==> src/core/cmp_array_pkg.sv <==
// Purpose: Shared constants for the four-channel output-compare array
// Assumes: 32-bit APB register access, one word per register
// Notes:   Offsets are byte addresses
package cmp_array_pkg;
  localparam int unsigned NUM_CH = 4;
  // Register byte offsets
  localparam logic [7:0] OFF_INDEX   = 8'h00; // channel_index_select
  localparam logic [7:0] OFF_WINDOW  = 8'h04; // channel_control_window
  localparam logic [7:0] OFF_FLAGS   = 8'h08; // channel_flag_register, write 1 to clear
  localparam logic [7:0] OFF_DATA    = 8'h0c; // compare data of selected channel
  localparam logic [7:0] OFF_TIMER   = 8'h10; // timer count {high, low}
  localparam logic [7:0] OFF_RELOAD  = 8'h14; // reload value {high, low}
  localparam logic [7:0] OFF_TCTRL   = 8'h18; // run, capture_reload_select, count mode, misc
  localparam logic [7:0] OFF_OUTS    = 8'h1c; // compare output states
  // Channel control field positions
  localparam int unsigned CC_ACT_LSB = 0;
  localparam int unsigned CC_CSEL    = 3;
  localparam int unsigned CC_CTC     = 4;
  localparam int unsigned CC_IEN     = 7;
  // Timer control field positions
  localparam int unsigned TC_RUN     = 0;
  localparam int unsigned TC_CPRL    = 1;
  localparam int unsigned TC_MODE_LSB = 2;
  localparam int unsigned TC_DAC     = 4;
  localparam int unsigned TC_EXTMEM  = 5;
  // Reset values
  localparam logic [7:0]  CC_RESET    = 8'h00;
  localparam logic [15:0] TIMER_RESET = 16'h0000;
  localparam logic [15:0] RELOAD_RESET = 16'hffff;
  localparam logic [5:0]  TCTRL_RESET = 6'h00;
  localparam logic [1:0]  MODE_NORMAL = 2'h1;
  // Channel action codes
  typedef enum logic [2:0] {
    ACT_NONE   = 3'h0,
    ACT_SET    = 3'h1,
    ACT_CLEAR  = 3'h2,
    ACT_TOGGLE = 3'h3,
    ACT_PWM_INV = 3'h4,
    ACT_PWM_NONINV = 3'h5,
    ACT_RSVD6  = 3'h6,
    ACT_RSVD7  = 3'h7
  } action_e;
endpackage

==> src/core/cmp_array.sv <==
// Purpose: Four-channel output-compare array with its timebase and APB registers
// Assumes: APB3 slave, zero wait states, 32-bit data
// Notes:   Pin enables drop while DAC or external memory own the pins
//
// Chosen here: the APB interface to the registers and the placing of the registers.
`timescale 1ns/10ps
// Overview of operation
// RL1: Action code 111 in capture setting captures on comparator B event.
// RL2: Compare action code: none, set, clear, toggle, inverting or non-inverting PWM.
// RL3: Control window reaches only the channel chosen by the index register.
// RL4: Comparator A event kind is chosen by its own select field outside.
// RL5: Edge or center PWM shape follows timer count mode, not action code; here PWM is edge-aligned only and count mode is unused.
// RL6: Channel compares when its compare-select bit is one, else captures.
// RL7: Compare event when channel data equals the 16-bit timer count.
// RL8: Each compare event sets that channel's match flag.
// RL9: Clear-timer-on-match bit makes a compare event reset the count to zero.
// RL10: Four compare pins, channels A to D on port 2 bits 0 to 3.
// RL11: Pin action happens even with the channel interrupt disabled.
// RL12: Software sets pin output mode before the first compare event.
// RL13: All compare outputs are one after reset.
// RL14: DAC enabled stops channels C and D driving pins; flags stay.
// RL15: External memory on port 2 stops all channels driving pins.
// RL16: Software rewrites compare values in time for several events per period.
// RL17: Normal mode period follows the reload TOP value.
// RL18: Clear-timer-on-match makes the timer restart after every match.
// RL19: In that mode the compare value sets the interval between events.
// RL20: Capture timer setting recommended with clear-on-match for full range.
// RL21: Reserved codes 110 and 111 leave the pin alone but set the flag.
module cmp_array #(
  parameter int unsigned NUM_CH = cmp_array_pkg::NUM_CH
) (
  input  wire logic              i_clk,
  input  wire logic              i_srst,
  input  wire logic              i_psel,
  input  wire logic              i_penable,
  input  wire logic              i_pwrite,
  input  wire logic [7:0]        i_paddr,
  input  wire logic [31:0]       i_pwdata,
  output logic      [31:0]       o_prdata,
  output logic                   o_pready,
  output logic                   o_pslverr,
  input  wire logic              i_cmp_a_event,
  input  wire logic              i_cmp_b_event,
  output logic      [NUM_CH-1:0] o_pin_out,
  output logic      [NUM_CH-1:0] o_pin_oe,
  output logic      [NUM_CH-1:0] o_match_pulse,
  output logic      [NUM_CH-1:0] o_capture_pulse,
  output logic      [NUM_CH-1:0] o_irq_request
);
  // Address decode, shared by write and read paths
  function automatic logic mapped(input logic [7:0] a);
    mapped = (a == cmp_array_pkg::OFF_INDEX)  || (a == cmp_array_pkg::OFF_WINDOW) ||
             (a == cmp_array_pkg::OFF_FLAGS)  || (a == cmp_array_pkg::OFF_DATA)   ||
             (a == cmp_array_pkg::OFF_TIMER)  || (a == cmp_array_pkg::OFF_RELOAD) ||
             (a == cmp_array_pkg::OFF_TCTRL)  || (a == cmp_array_pkg::OFF_OUTS);
  endfunction

  logic [1:0]        channel_index_select;
  logic [7:0]        channel_control_register [NUM_CH];
  logic [15:0]       data_reg [NUM_CH];
  logic [NUM_CH-1:0] channel_match_flag;
  logic [15:0]       reload_value;
  logic [5:0]        timer_ctrl;
  logic [1:0]        next_index;
  logic [7:0]        next_ctrl [NUM_CH];
  logic [15:0]       next_data [NUM_CH];
  logic [NUM_CH-1:0] next_flags;
  logic [15:0]       next_reload;
  logic [5:0]        next_tctrl;
  logic [31:0]       next_prdata;
  logic              next_pslverr;
  logic              access;
  logic              setup;
  logic              wr;
  logic [15:0]       count;
  logic              bottom;
  logic [NUM_CH-1:0] match;
  logic [NUM_CH-1:0] capture;
  logic [NUM_CH-1:0] chan_out;
  logic [NUM_CH-1:0] ctc_hit;
  logic [NUM_CH-1:0] pin_allow;
  logic              dac_on;
  logic              extmem_on;

  assign access    = i_psel && i_penable;
  assign setup     = i_psel && !i_penable;
  assign wr        = access && i_pwrite && mapped(i_paddr);
  assign dac_on    = timer_ctrl[cmp_array_pkg::TC_DAC];
  assign extmem_on = timer_ctrl[cmp_array_pkg::TC_EXTMEM];

  // Period comes from the reload value in auto-reload, normal count mode
  cmp_timer u_timer (
    .i_clk                   (i_clk),
    .i_srst                  (i_srst),
    .i_run                   (timer_ctrl[cmp_array_pkg::TC_RUN]),
    .i_capture_reload_select (timer_ctrl[cmp_array_pkg::TC_CPRL]),
    .i_reload                (reload_value), // RL17
    .i_clear                 (|ctc_hit), // RL9 RL18
    .i_load                  (wr && (i_paddr == cmp_array_pkg::OFF_TIMER)),
    .i_load_value            (i_pwdata[15:0]),
    .o_count                 (count),
    .o_bottom                (bottom)
  );

  // One compare unit per channel
  for (genvar g = 0; g < NUM_CH; g++) begin : g_ch
    cmp_channel u_ch (
      .i_clk         (i_clk),
      .i_srst        (i_srst),
      .i_count       (count),
      .i_data        (data_reg[g]), // RL19
      .i_ctrl        (channel_control_register[g]),
      .i_bottom      (bottom),
      .i_cmp_a_event (i_cmp_a_event),
      .i_cmp_b_event (i_cmp_b_event),
      .o_match       (match[g]),
      .o_capture     (capture[g]),
      .o_out         (chan_out[g])
    );
    assign ctc_hit[g] = match[g] && channel_control_register[g][cmp_array_pkg::CC_CTC];
    // Pins C and D go to the DAC; all four lose the pin to external memory
    assign pin_allow[g] = !extmem_on && !(dac_on && (g >= 2)); // RL14 RL15
  end

  // Register writes; window and data follow the index
  always_comb begin
    next_index  = channel_index_select;
    next_flags  = channel_match_flag | match; // RL8
    next_reload = reload_value;
    next_tctrl  = timer_ctrl;
    for (int c = 0; c < NUM_CH; c++) begin
      next_ctrl[c] = channel_control_register[c];
      next_data[c] = data_reg[c];
    end
    if (wr) begin
      unique case (i_paddr)
        cmp_array_pkg::OFF_INDEX:  next_index = i_pwdata[1:0];
        cmp_array_pkg::OFF_WINDOW: next_ctrl[channel_index_select] = i_pwdata[7:0]; // RL3
        // Set wins over write-one-to-clear in the same cycle
        cmp_array_pkg::OFF_FLAGS:  next_flags = (channel_match_flag & ~i_pwdata[NUM_CH-1:0]) | match;
        cmp_array_pkg::OFF_DATA:   next_data[channel_index_select] = i_pwdata[15:0];
        cmp_array_pkg::OFF_RELOAD: next_reload = i_pwdata[15:0];
        cmp_array_pkg::OFF_TCTRL:  next_tctrl = i_pwdata[5:0];
        default: next_index = channel_index_select;
      endcase
    end
  end

  // Read mux decoded in setup so data and error stand beside ready in access
  always_comb begin
    next_prdata  = 32'h00000000;
    next_pslverr = 1'b0;
    if (setup && !i_pwrite) begin
      unique case (i_paddr)
        cmp_array_pkg::OFF_INDEX:  next_prdata = {30'h0, channel_index_select};
        cmp_array_pkg::OFF_WINDOW: next_prdata = {24'h0, channel_control_register[channel_index_select]}; // RL3
        cmp_array_pkg::OFF_FLAGS:  next_prdata = {{(32-NUM_CH){1'b0}}, channel_match_flag};
        cmp_array_pkg::OFF_DATA:   next_prdata = {16'h0, data_reg[channel_index_select]};
        cmp_array_pkg::OFF_TIMER:  next_prdata = {16'h0, count};
        cmp_array_pkg::OFF_RELOAD: next_prdata = {16'h0, reload_value};
        cmp_array_pkg::OFF_TCTRL:  next_prdata = {26'h0, timer_ctrl};
        cmp_array_pkg::OFF_OUTS:   next_prdata = {{(32-NUM_CH){1'b0}}, chan_out};
        default:                   next_pslverr = 1'b1;
      endcase
    end else if (setup && !mapped(i_paddr)) begin
      next_pslverr = 1'b1;
    end
  end

  // State registers and registered outputs
  always_ff @(posedge i_clk) begin
    if (i_srst) begin
      channel_index_select <= 2'h0;
      channel_match_flag   <= '0;
      reload_value         <= cmp_array_pkg::RELOAD_RESET;
      timer_ctrl           <= cmp_array_pkg::TCTRL_RESET;
      for (int c = 0; c < NUM_CH; c++) begin
        channel_control_register[c] <= cmp_array_pkg::CC_RESET;
        data_reg[c]                 <= 16'h0000;
      end
      o_prdata        <= 32'h00000000;
      o_pready        <= 1'b0;
      o_pslverr       <= 1'b0;
      o_pin_out       <= '1; // RL13
      o_pin_oe        <= '0;
      o_match_pulse   <= '0;
      o_capture_pulse <= '0;
      o_irq_request   <= '0;
    end else begin
      channel_index_select <= next_index;
      channel_match_flag   <= next_flags;
      reload_value         <= next_reload;
      timer_ctrl           <= next_tctrl;
      for (int c = 0; c < NUM_CH; c++) begin
        channel_control_register[c] <= next_ctrl[c];
        data_reg[c]                 <= next_data[c];
        o_irq_request[c] <= next_flags[c] && next_ctrl[c][cmp_array_pkg::CC_IEN];
      end
      o_prdata        <= next_prdata;
      o_pready        <= i_psel && !i_penable;
      o_pslverr       <= next_pslverr;
      o_pin_out       <= chan_out; // RL10
      o_pin_oe        <= pin_allow; // RL14 RL15
      o_match_pulse   <= match;
      o_capture_pulse <= capture;
    end
  end
endmodule // cmp_array

==> src/core/cmp_channel.sv <==
// Purpose: One compare channel: match detect and pin action
// Assumes: Count and data are both 16 bits
// Notes:   PWM here is edge-aligned only; symmetric count modes are not built
`timescale 1ns/10ps
module cmp_channel (
  input  wire logic        i_clk,
  input  wire logic        i_srst,
  input  wire logic [15:0] i_count,
  input  wire logic [15:0] i_data,
  input  wire logic [7:0]  i_ctrl,
  input  wire logic        i_bottom,
  input  wire logic        i_cmp_a_event,
  input  wire logic        i_cmp_b_event,
  output logic             o_match,
  output logic             o_capture,
  output logic             o_out
);
  logic [2:0] code;
  logic       csel;
  logic       next_out;

  assign code = i_ctrl[cmp_array_pkg::CC_ACT_LSB +: 3];
  assign csel = i_ctrl[cmp_array_pkg::CC_CSEL];
  // Compare mode when select bit is one, capture otherwise
  assign o_match = csel && (i_count == i_data); // RL6 RL7
  // Comparator events picked by their own select fields outside
  assign o_capture = !csel && ((code == 3'h6 && i_cmp_a_event) || (code == 3'h7 && i_cmp_b_event)); // RL1 RL4

  // Pin action on match, independent of interrupt enable
  always_comb begin
    next_out = o_out;
    if (csel) begin
      unique case (cmp_array_pkg::action_e'(code)) // RL2
        cmp_array_pkg::ACT_NONE: next_out = o_out;
        cmp_array_pkg::ACT_SET: if (o_match) next_out = 1'b1; // RL11
        cmp_array_pkg::ACT_CLEAR: if (o_match) next_out = 1'b0;
        cmp_array_pkg::ACT_TOGGLE: if (o_match) next_out = !o_out;
        // Polarity per code; shape is edge-aligned only, count mode is not used
        cmp_array_pkg::ACT_PWM_INV: begin // RL5
          if (i_bottom) next_out = 1'b1;
          else if (o_match) next_out = 1'b0;
        end
        cmp_array_pkg::ACT_PWM_NONINV: begin
          if (i_bottom) next_out = 1'b0;
          else if (o_match) next_out = 1'b1;
        end
        cmp_array_pkg::ACT_RSVD6, cmp_array_pkg::ACT_RSVD7: next_out = o_out; // RL21
      endcase
    end
  end

  // Output state starts high
  always_ff @(posedge i_clk) begin
    if (i_srst) begin
      o_out <= 1'b1; // RL13
    end else begin
      o_out <= next_out;
    end
  end
endmodule // cmp_channel

==> src/core/cmp_timer.sv <==
// Purpose: 16-bit up counter serving as the compare timebase
// Assumes: Counts every clock while run is set
// Notes:   Auto-reload wraps at the reload value; capture mode wraps at ffff
`timescale 1ns/10ps
module cmp_timer (
  input  wire logic        i_clk,
  input  wire logic        i_srst,
  input  wire logic        i_run,
  input  wire logic        i_capture_reload_select,
  input  wire logic [15:0] i_reload,
  input  wire logic        i_clear,
  input  wire logic        i_load,
  input  wire logic [15:0] i_load_value,
  output logic      [15:0] o_count,
  output logic             o_bottom
);
  logic [15:0] next_count;
  logic        wrap;

  // Top of count: reload value sets the period in auto-reload mode
  always_comb begin
    wrap       = (!i_capture_reload_select) && (o_count == i_reload);
    next_count = o_count;
    if (i_load) begin
      next_count = i_load_value;
    end else if (i_clear) begin
      next_count = cmp_array_pkg::TIMER_RESET;
    end else if (i_run) begin
      next_count = wrap ? cmp_array_pkg::TIMER_RESET : 16'(o_count + 16'h0001);
    end
  end

  always_ff @(posedge i_clk) begin
    if (i_srst) begin
      o_count  <= cmp_array_pkg::TIMER_RESET;
      o_bottom <= 1'b0;
    end else begin
      o_count  <= next_count;
      o_bottom <= i_run && !i_load && !i_clear && wrap;
    end
  end
endmodule // cmp_timer

==> config.mk <==
export PLATFORM = sky130hd
export DESIGN_NAME = cmp_array
export DESIGN_NICKNAME = d
export VERILOG_FILES = /design/src/core/cmp_array_pkg.sv /design/src/core/cmp_array.sv /design/src/core/cmp_channel.sv /design/src/core/cmp_timer.sv
export SDC_FILE = /design/constraint.sdc
export NUM_CORES = 1
export LEC_CHECK = 0
export ABC_CLOCK_PERIOD_IN_PS = 3900
export BUFFER_PORTS_ARGS = -buffer_cell sky130_fd_sc_hd__clkbuf_2
export CORE_UTILIZATION = 50
export DETAILED_ROUTE_END_ITERATION = 8
export PLACE_DENSITY = 0.69
export SYNTH_ARGS = -nofsm -noshare
export SYNTH_HDL_FRONTEND = slang
export SYNTH_HIERARCHICAL = 1
export SYNTH_SLANG_ARGS = --single-unit
==> constraint.sdc <==
create_clock -name i_clk -period 3.9 [get_ports i_clk]
set_input_delay 0.39 -clock i_clk [delete_from_list [all_inputs] [get_ports i_clk]]
set_output_delay 0.39 -clock i_clk [all_outputs]
set_load 0.005 [all_outputs]
==> out/results.ini, run 1 <==
[cts]
numClockSinks = 183
cts_resized = 0
cts_max_path_buffers = 2
cts_tree = yes
cts.htree.levels = 4
cts_buffers = 17
worstSkewPairLatency_ps = 440
root_buffer = clkbuf_16
hold_buffers = 0
cts.clk_slew.worst_paths_ps = 70
cts_setup_buffers = 0

[power]
internal-power_mw = 2.900
switching_share_pct = 22.59
finalPower_mw = 3.746
p_comb_share_pct = 3.5
leakage_nw = 4.490
peakVddDrop_mv = 0.2438
pwr-share-clk_pct = 46.5
power_density_nw_per_um2 = 354.3
pwr-share-seq_pct = 50.0
p_sw_mw = 0.8460

[timing]
setup_ws_ps = 496.1
period_share_pct = 87.28
setup-tns-final_ps = 0
min_period_ps = 3404
slew_headroom_pct = 34.39
final_hold_viol_count = 0
setup_violations = 0
max_freq_mhz = 293.8
worst_pin_slew_ps = 976.9
skew_ps = 8.735
drv_slew = 0
rsz0062_at_grt = no

[worst_setup_path]
startpoint_type = register
crit_fanout = 14
critical_path.slowest_cell = dfxtp_1
slowest_delay_ps = 630
cpLargestDelayFamily = simple AND/OR/NAND/NOR gates
cp.required_ps = 4260
worstPathArrival_ps = 3760
path_common_cell = o21ai_0
critPathCaptureType = register
critPathKind = reg -> reg
path_cells = xor2_1, nor4_1, nand4_1, nor4_4, a22oi_1, nand2_1, nor3_2, or4_1, a21oi_1, o21ai_0, o21ai_0
crit_buf_inv = 0

[routing]
drc = 0
vias_per_cell = 6.040
drt_iter0_markers = 824
wl_per_cell_um = 20.63
routed_wl_um = 26660
ant_nets = 0
drt_pre_antenna_iters = 8
vias = 7804

[die]
io_pins = 101
rows = 50
die_area_um2 = 19840
die_width_um = 140.8
fp.coreArea_um2 = 18830
fp.dieH_um = 140.8
initial_core_util_pct = 51.19

[layout]
fin_nets = 1071
largest_reg_flops = 64
ff_latch_area_um2 = 3664
antenna_cells = 0
drive_above_1_share_pct = 16.67
nFillCells = 1636
syn_to_final_growth_pct = 9.670
multi_input_area_um2 = 5474

[synth]
synthArstFlopShare_pct = 0
synth_cell_types = 66
syn-cell-area_um2 = 9639
yosys-top-cells-area = dfxtp_1 38%, mux2i_1 12%, mux4_2 5.8%
synthCells = 990
synth_seq_area_share_pct = 38.01
synth_flop_cell = dfxtp_1
synth_top_area_cell = dfxtp_1
ys_ff_latch = 183
synth-edff-count = 0
synth_top_area_share_pct = 38.01
avgSynthCellArea_um2 = 9.737
yosysWarningCount = 6

[global_route]
grt_pass1_vias = 7014
grt_max_degree = 67
grt-ovfl-total = 0
grt_pass1_wl_um = 40830
grt_usage_pct = 27.17
antenna_found_initial = 0

[min_path]
hold_class = in -> reg

[placed_design]
io_buffers = 68
gp_congestion = 0.9149
hpwl_um = 18480
place_ws_ps = 631.5

[outcome]
outcome = completed

[flow_run]
maxCapViolCount = 0

-- cells in the final DEF, fill, tap and decap left out, types with 5 or more instances in the layout --
cell type    n
a211o_1     17
a21o_1       5
a21oi_1     34
a222oi_1    11
a22o_1      13
a22oi_1     17
a32oi_1      5
and2_1       6
and3_1      20
buf_4       21
clkbuf_16   17
clkbuf_2    67
conb_1      16
dfxtp_1    183
ha_1         5
inv_1        6
mux2i_1    112
mux4_2      25
nand2_1     33
nand3_1     29
nand4_1     20
nor2_1     132
nor2b_1     17
nor3_1      23
nor4_1       8
nor4_4       5
o21ai_0     13
o2bb2ai_1    6
xnor2_1     51
xor2_1      32
-- worst reg2reg max path: stages, from the launching register on --
cell and delay, ps:
dfxtp_1 630, xor2_1 140, nor4_1 470, nand4_1 340, nor4_4 490, a22oi_1 120
nand2_1 160, nor3_2 150, or4_1 530, a21oi_1 120, o21ai_0 100, o21ai_0 70
-- synthesized netlist by cell type, types with 5 or more instances --
| master | count |
|---|---|
| a211o_1 | 17 |
| clkbuf_1 | 29 |
| inv_1 | 6 |
| nor2_1 | 132 |
| mux4_2 | 25 |
| ha_1 | 5 |
| xor2_1 | 32 |
| and3_1 | 20 |
| nand4_1 | 20 |
| nor3_1 | 24 |
| nand2_1 | 33 |
| a22oi_1 | 17 |
| buf_4 | 29 |
| a21o_1 | 5 |
| mux2i_1 | 112 |
| a32oi_1 | 5 |
| buf_6 | 8 |
| dfxtp_1 | 183 |
| xnor2_1 | 51 |
| buf_2 | 25 |
| nor4_1 | 8 |
| nor2b_1 | 17 |
| o21ai_0 | 13 |
| a21oi_1 | 34 |
| nand3_1 | 29 |
| a22o_1 | 13 |
| and2_1 | 6 |
| o2bb2ai_1 | 6 |
| a222oi_1 | 11 |
-- cell families after synthesis --
logic type | synth area share (%)
xor+xnor | 7.710
flops | 38.01
fa+ha+maj | 0.6490
mux | 17.47
compound gates | 10.72
other cells | 0.03890
simple gates | 19.47
buf+inv | 5.932
-- metal layers --
layer | GRT usage, % | vias up | share of wire (%)
li1 | - | 3602 | -
met5 | 0 | - | 0
met1 | 35.68 | 3818 | 43
met3 | 5.571 | 58 | 7.1
met4 | 12.24 | 0 | 3.3
met2 | 43.13 | 326 | 47
-- path summary, 6_finish.rpt --
check                       from            endpoint  slack, ps  depth (start not counted)
min reg2reg        timer_ctrl[4]         o_pin_oe[2]        490                          1
max          u_timer/o_count[12]  u_timer/o_count[6]        500                         11
max reg2reg  u_timer/o_count[12]  u_timer/o_count[6]        500                         11
min                  i_pwdata[9]      data_reg[2][9]        300                          3
-- layout make-up --
type                       count  area share (%)
sequential                   183           34.65
clock inverter                10           1.124
tap                          260           3.077
clock buffer                  22           4.486
timing repair buffer          88           4.663
multi-input combinational    723           51.78
inverter                       6          0.2130
-- power groups by stage --
stage	logic [mW]	registers (mW)	clock network [mW]
global placement	0.128	1.91	0
floorplan	0.0834	1.91	0
global route	0.139	1.87	1.83
finish	0.131	1.87	1.74
detailed placement	0.129	1.91	0
CTS	0.129	1.87	1.75
-- through the flow --
step	hold slack [ps]	area, um2	cells	util, %
floorplan	413.4	9696	1005	-
global placement	472.0	9978	1260	52.99
detailed placement	477.0	9978	1260	52.99
CTS	295.0	10570	1292	56.14
global route	307.4	10570	1292	56.14
finish	297.0	10570	1292	56.14
No activity file was read; power rests on OpenSTA's default activity.
==> inputs of run 2 (changes only) <==
- REMOVE_ABC_BUFFERS: unset -> 1
==> run 2 against run 1 <==
Utilization grew 0.19 points. Clock skew grew 3.6 ps. Largest cell class unchanged. Global-route usage grew 0.24 points. Maximum frequency grew 2.7%. Highest routed layer unchanged. Combinational power is essentially flat.
==> out/results.ini, run 2 (synthesis results as in run 1) <==
[global_route]
grt-ovfl-total = 0  ; unchanged
grt_pass1_vias = 7058  ; +0.63%
grt_max_degree = 171  ; +160%
grt_usage_pct = 27.41  ; +0.24 points
grt_pass1_wl_um = 40910  ; +0.20%
antenna_found_initial = 0  ; unchanged

[worst_setup_path]
r2r_slack_ps = 590  ; +90 ps
crit_fanout = 12  ; -2
worstPathArrival_ps = 3680  ; -80 ps
critPathKind = reg -> reg
critPathCaptureType = register
slowest_delay_ps = 610  ; -20 ps
startpoint_type = register
r2r_cells = 11  ; unchanged
crit_buf_inv = 0  ; unchanged
path_cells = xor2_1, nor4_1, nand4_1, nor4_4, a22oi_1, nand2_1, nor3_2, or4_1, a21oi_1, o21ai_0, o21ai_0
regToRegStartpoint = u_timer/o_count[12]
path_common_cell = o21ai_0
cpLargestDelayFamily = simple AND/OR/NAND/NOR gates
rr_endpoint = u_timer/o_count[6]
cp.required_ps = 4260  ; about the same
critical_path.slowest_cell = dfxtp_1

[cts]
cts_tree = yes
cts_setup_buffers = 0  ; unchanged
cts.htree.levels = 4  ; unchanged
cts_buffers = 17  ; unchanged
cts.clk_slew.worst_paths_ps = 70  ; about the same
cts_resized = 0  ; unchanged
hold_buffers = 0  ; unchanged
worstSkewPairLatency_ps = 440  ; about the same
root_buffer = clkbuf_16
cts_max_path_buffers = 2  ; unchanged
numClockSinks = 183  ; unchanged

[min_path]
hold_class = in -> reg
whs_path_depth = 3  ; unchanged
hold_end = data_reg[2][14]
hp-start = i_pwdata[14]

[die]
io_pins = 101  ; unchanged
die_area_um2 = 19840  ; unchanged
rows = 50  ; unchanged
fp.dieH_um = 140.8  ; unchanged
initial_core_util_pct = 51.19  ; unchanged
fp.coreArea_um2 = 18830  ; unchanged
die_width_um = 140.8  ; unchanged

[timing]
worst_pin_slew_ps = 1063  ; +85.73 ps
setup_ws_ps = 586.0  ; +89.81 ps
max_freq_mhz = 301.7  ; +2.7%
period_share_pct = 84.98  ; -2.3 points
rsz0062_at_grt = no
slew_headroom_pct = 28.97  ; -5.4 points
setup_violations = 0  ; unchanged
min_period_ps = 3314  ; -89.81 ps
final_hold_viol_count = 0  ; unchanged
drv_slew = 0  ; unchanged
setup-tns-final_ps = 0  ; unchanged
skew_ps = 12.36  ; +3.626 ps
holdWs_ps = 286.4  ; -10.68 ps

[routing]
ant_nets = 0  ; unchanged
wl_per_cell_um = 20.39  ; -1.1%
routed_wl_um = 26370  ; -1.1%
drc = 0  ; unchanged
drt_iter0_markers = 681  ; -17%
vias = 7640  ; -2.1%
vias_per_cell = 5.909  ; -2.2%
drt_pre_antenna_iters = 7  ; -1

[layout]
drive_above_1_share_pct = 16.84  ; +0.18 points
nFillCells = 1662  ; +1.6%
largest_reg_flops = 64  ; unchanged
multi_input_area_um2 = 5474  ; unchanged
final_cell_mix = 183 x dfxtp_1, 132 x nor2_1, 112 x mux2i_1
layout_commonest_cell = dfxtp_1
syn_to_final_growth_pct = 10.05
utilization_pct = 56.33  ; +0.19 points
fin_nets = 1073  ; +0.19%
ff_latch_area_um2 = 3664  ; unchanged
layout.cells.non_filler = 1293  ; +0.077%
antenna_cells = 0  ; unchanged

[placed_design]
dpl.cell_count = 1262  ; +0.16%
io_buffers = 68  ; unchanged
hpwl_um = 17370  ; -6.0%
place_ws_ps = 687.2  ; +55.73 ps
gp_congestion = 0.8584  ; -6.2%

[outcome]
outcome = completed

[power]
peakVddDrop_mv = 0.3162  ; +30%
leakage_nw = 4.513  ; +0.51%
power_density_nw_per_um2 = 358.1  ; +1.1%

[flow_run]
maxCapViolCount = 0  ; unchanged

-- run 2: where the power goes --
group          leakage [nW]  internal (mW)  switching (mW)  total [mW]
registers              1.48           1.87         0.00118        1.87
logic                  2.75         0.0319          0.0973       0.129
clock network         0.291           1.01           0.783        1.80
total                  4.51           2.92           0.882        3.80
-- run 2: per-layer routing --
metal	global-route usage (%)	part of all wire (%)	vias up
li1	-	-	3613
met1	36.49	45	3728
met2	42.84	46	255
met3	6.046	6.2	44
met4	11.78	2.6	0
met5	0	0	-
-- run 2: area by class of cell --
cell class	instances	share of cell area (%)
Clock inverter	13	1.628
Timing Repair Buffer	90	4.907
Tap cell	260	3.067
Clock buffer	18	4.046
Sequential cell	183	34.54
Inverter	6	0.2123
Multi-Input combinational cell	723	51.60
-- run 2: worst max-delay path by stage --
| stage | from | endpoint | slack (ps) | depth (start not counted) |
|---|---|---|---|---|
| global route | u_timer/o_count[12] | u_timer/o_count[7] | 300 | 13 |
| global placement | u_timer/o_count[12] | u_timer/o_count[7] | 680 | 13 |
| CTS | u_timer/o_count[12] | u_timer/o_count[6] | 650 | 11 |
| detailed placement | u_timer/o_count[12] | u_timer/o_count[7] | 690 | 13 |
| finish | u_timer/o_count[12] | u_timer/o_count[6] | 590 | 11 |
| floorplan | i_penable | u_timer/o_count[7] | 90 | 8 |
-- run 2: stage by stage --
| stage | area, um2 | power [mW] |
|---|---|---|
| 3_5_place_dp | 10010 | 2.040 |
| 3_3_place_gp | 10010 | 2.039 |
| 5_1_grt | 10610 | 3.899 |
| 6_report | 10610 | 3.798 |
| 4_1_cts | 10610 | 3.812 |
| 2_1_floorplan | 9146 | 1.947 |
-- run 2: worst reg2reg max path, delay by kind of cell, from the launching register on --
kind | cells | cell delay (ps)
AO/OA/AOI/OAI | 4 | 410
XOR/XNOR | 1 | 160
flip-flops | 1 | 610
AND/OR/NAND/NOR | 6 | 2050
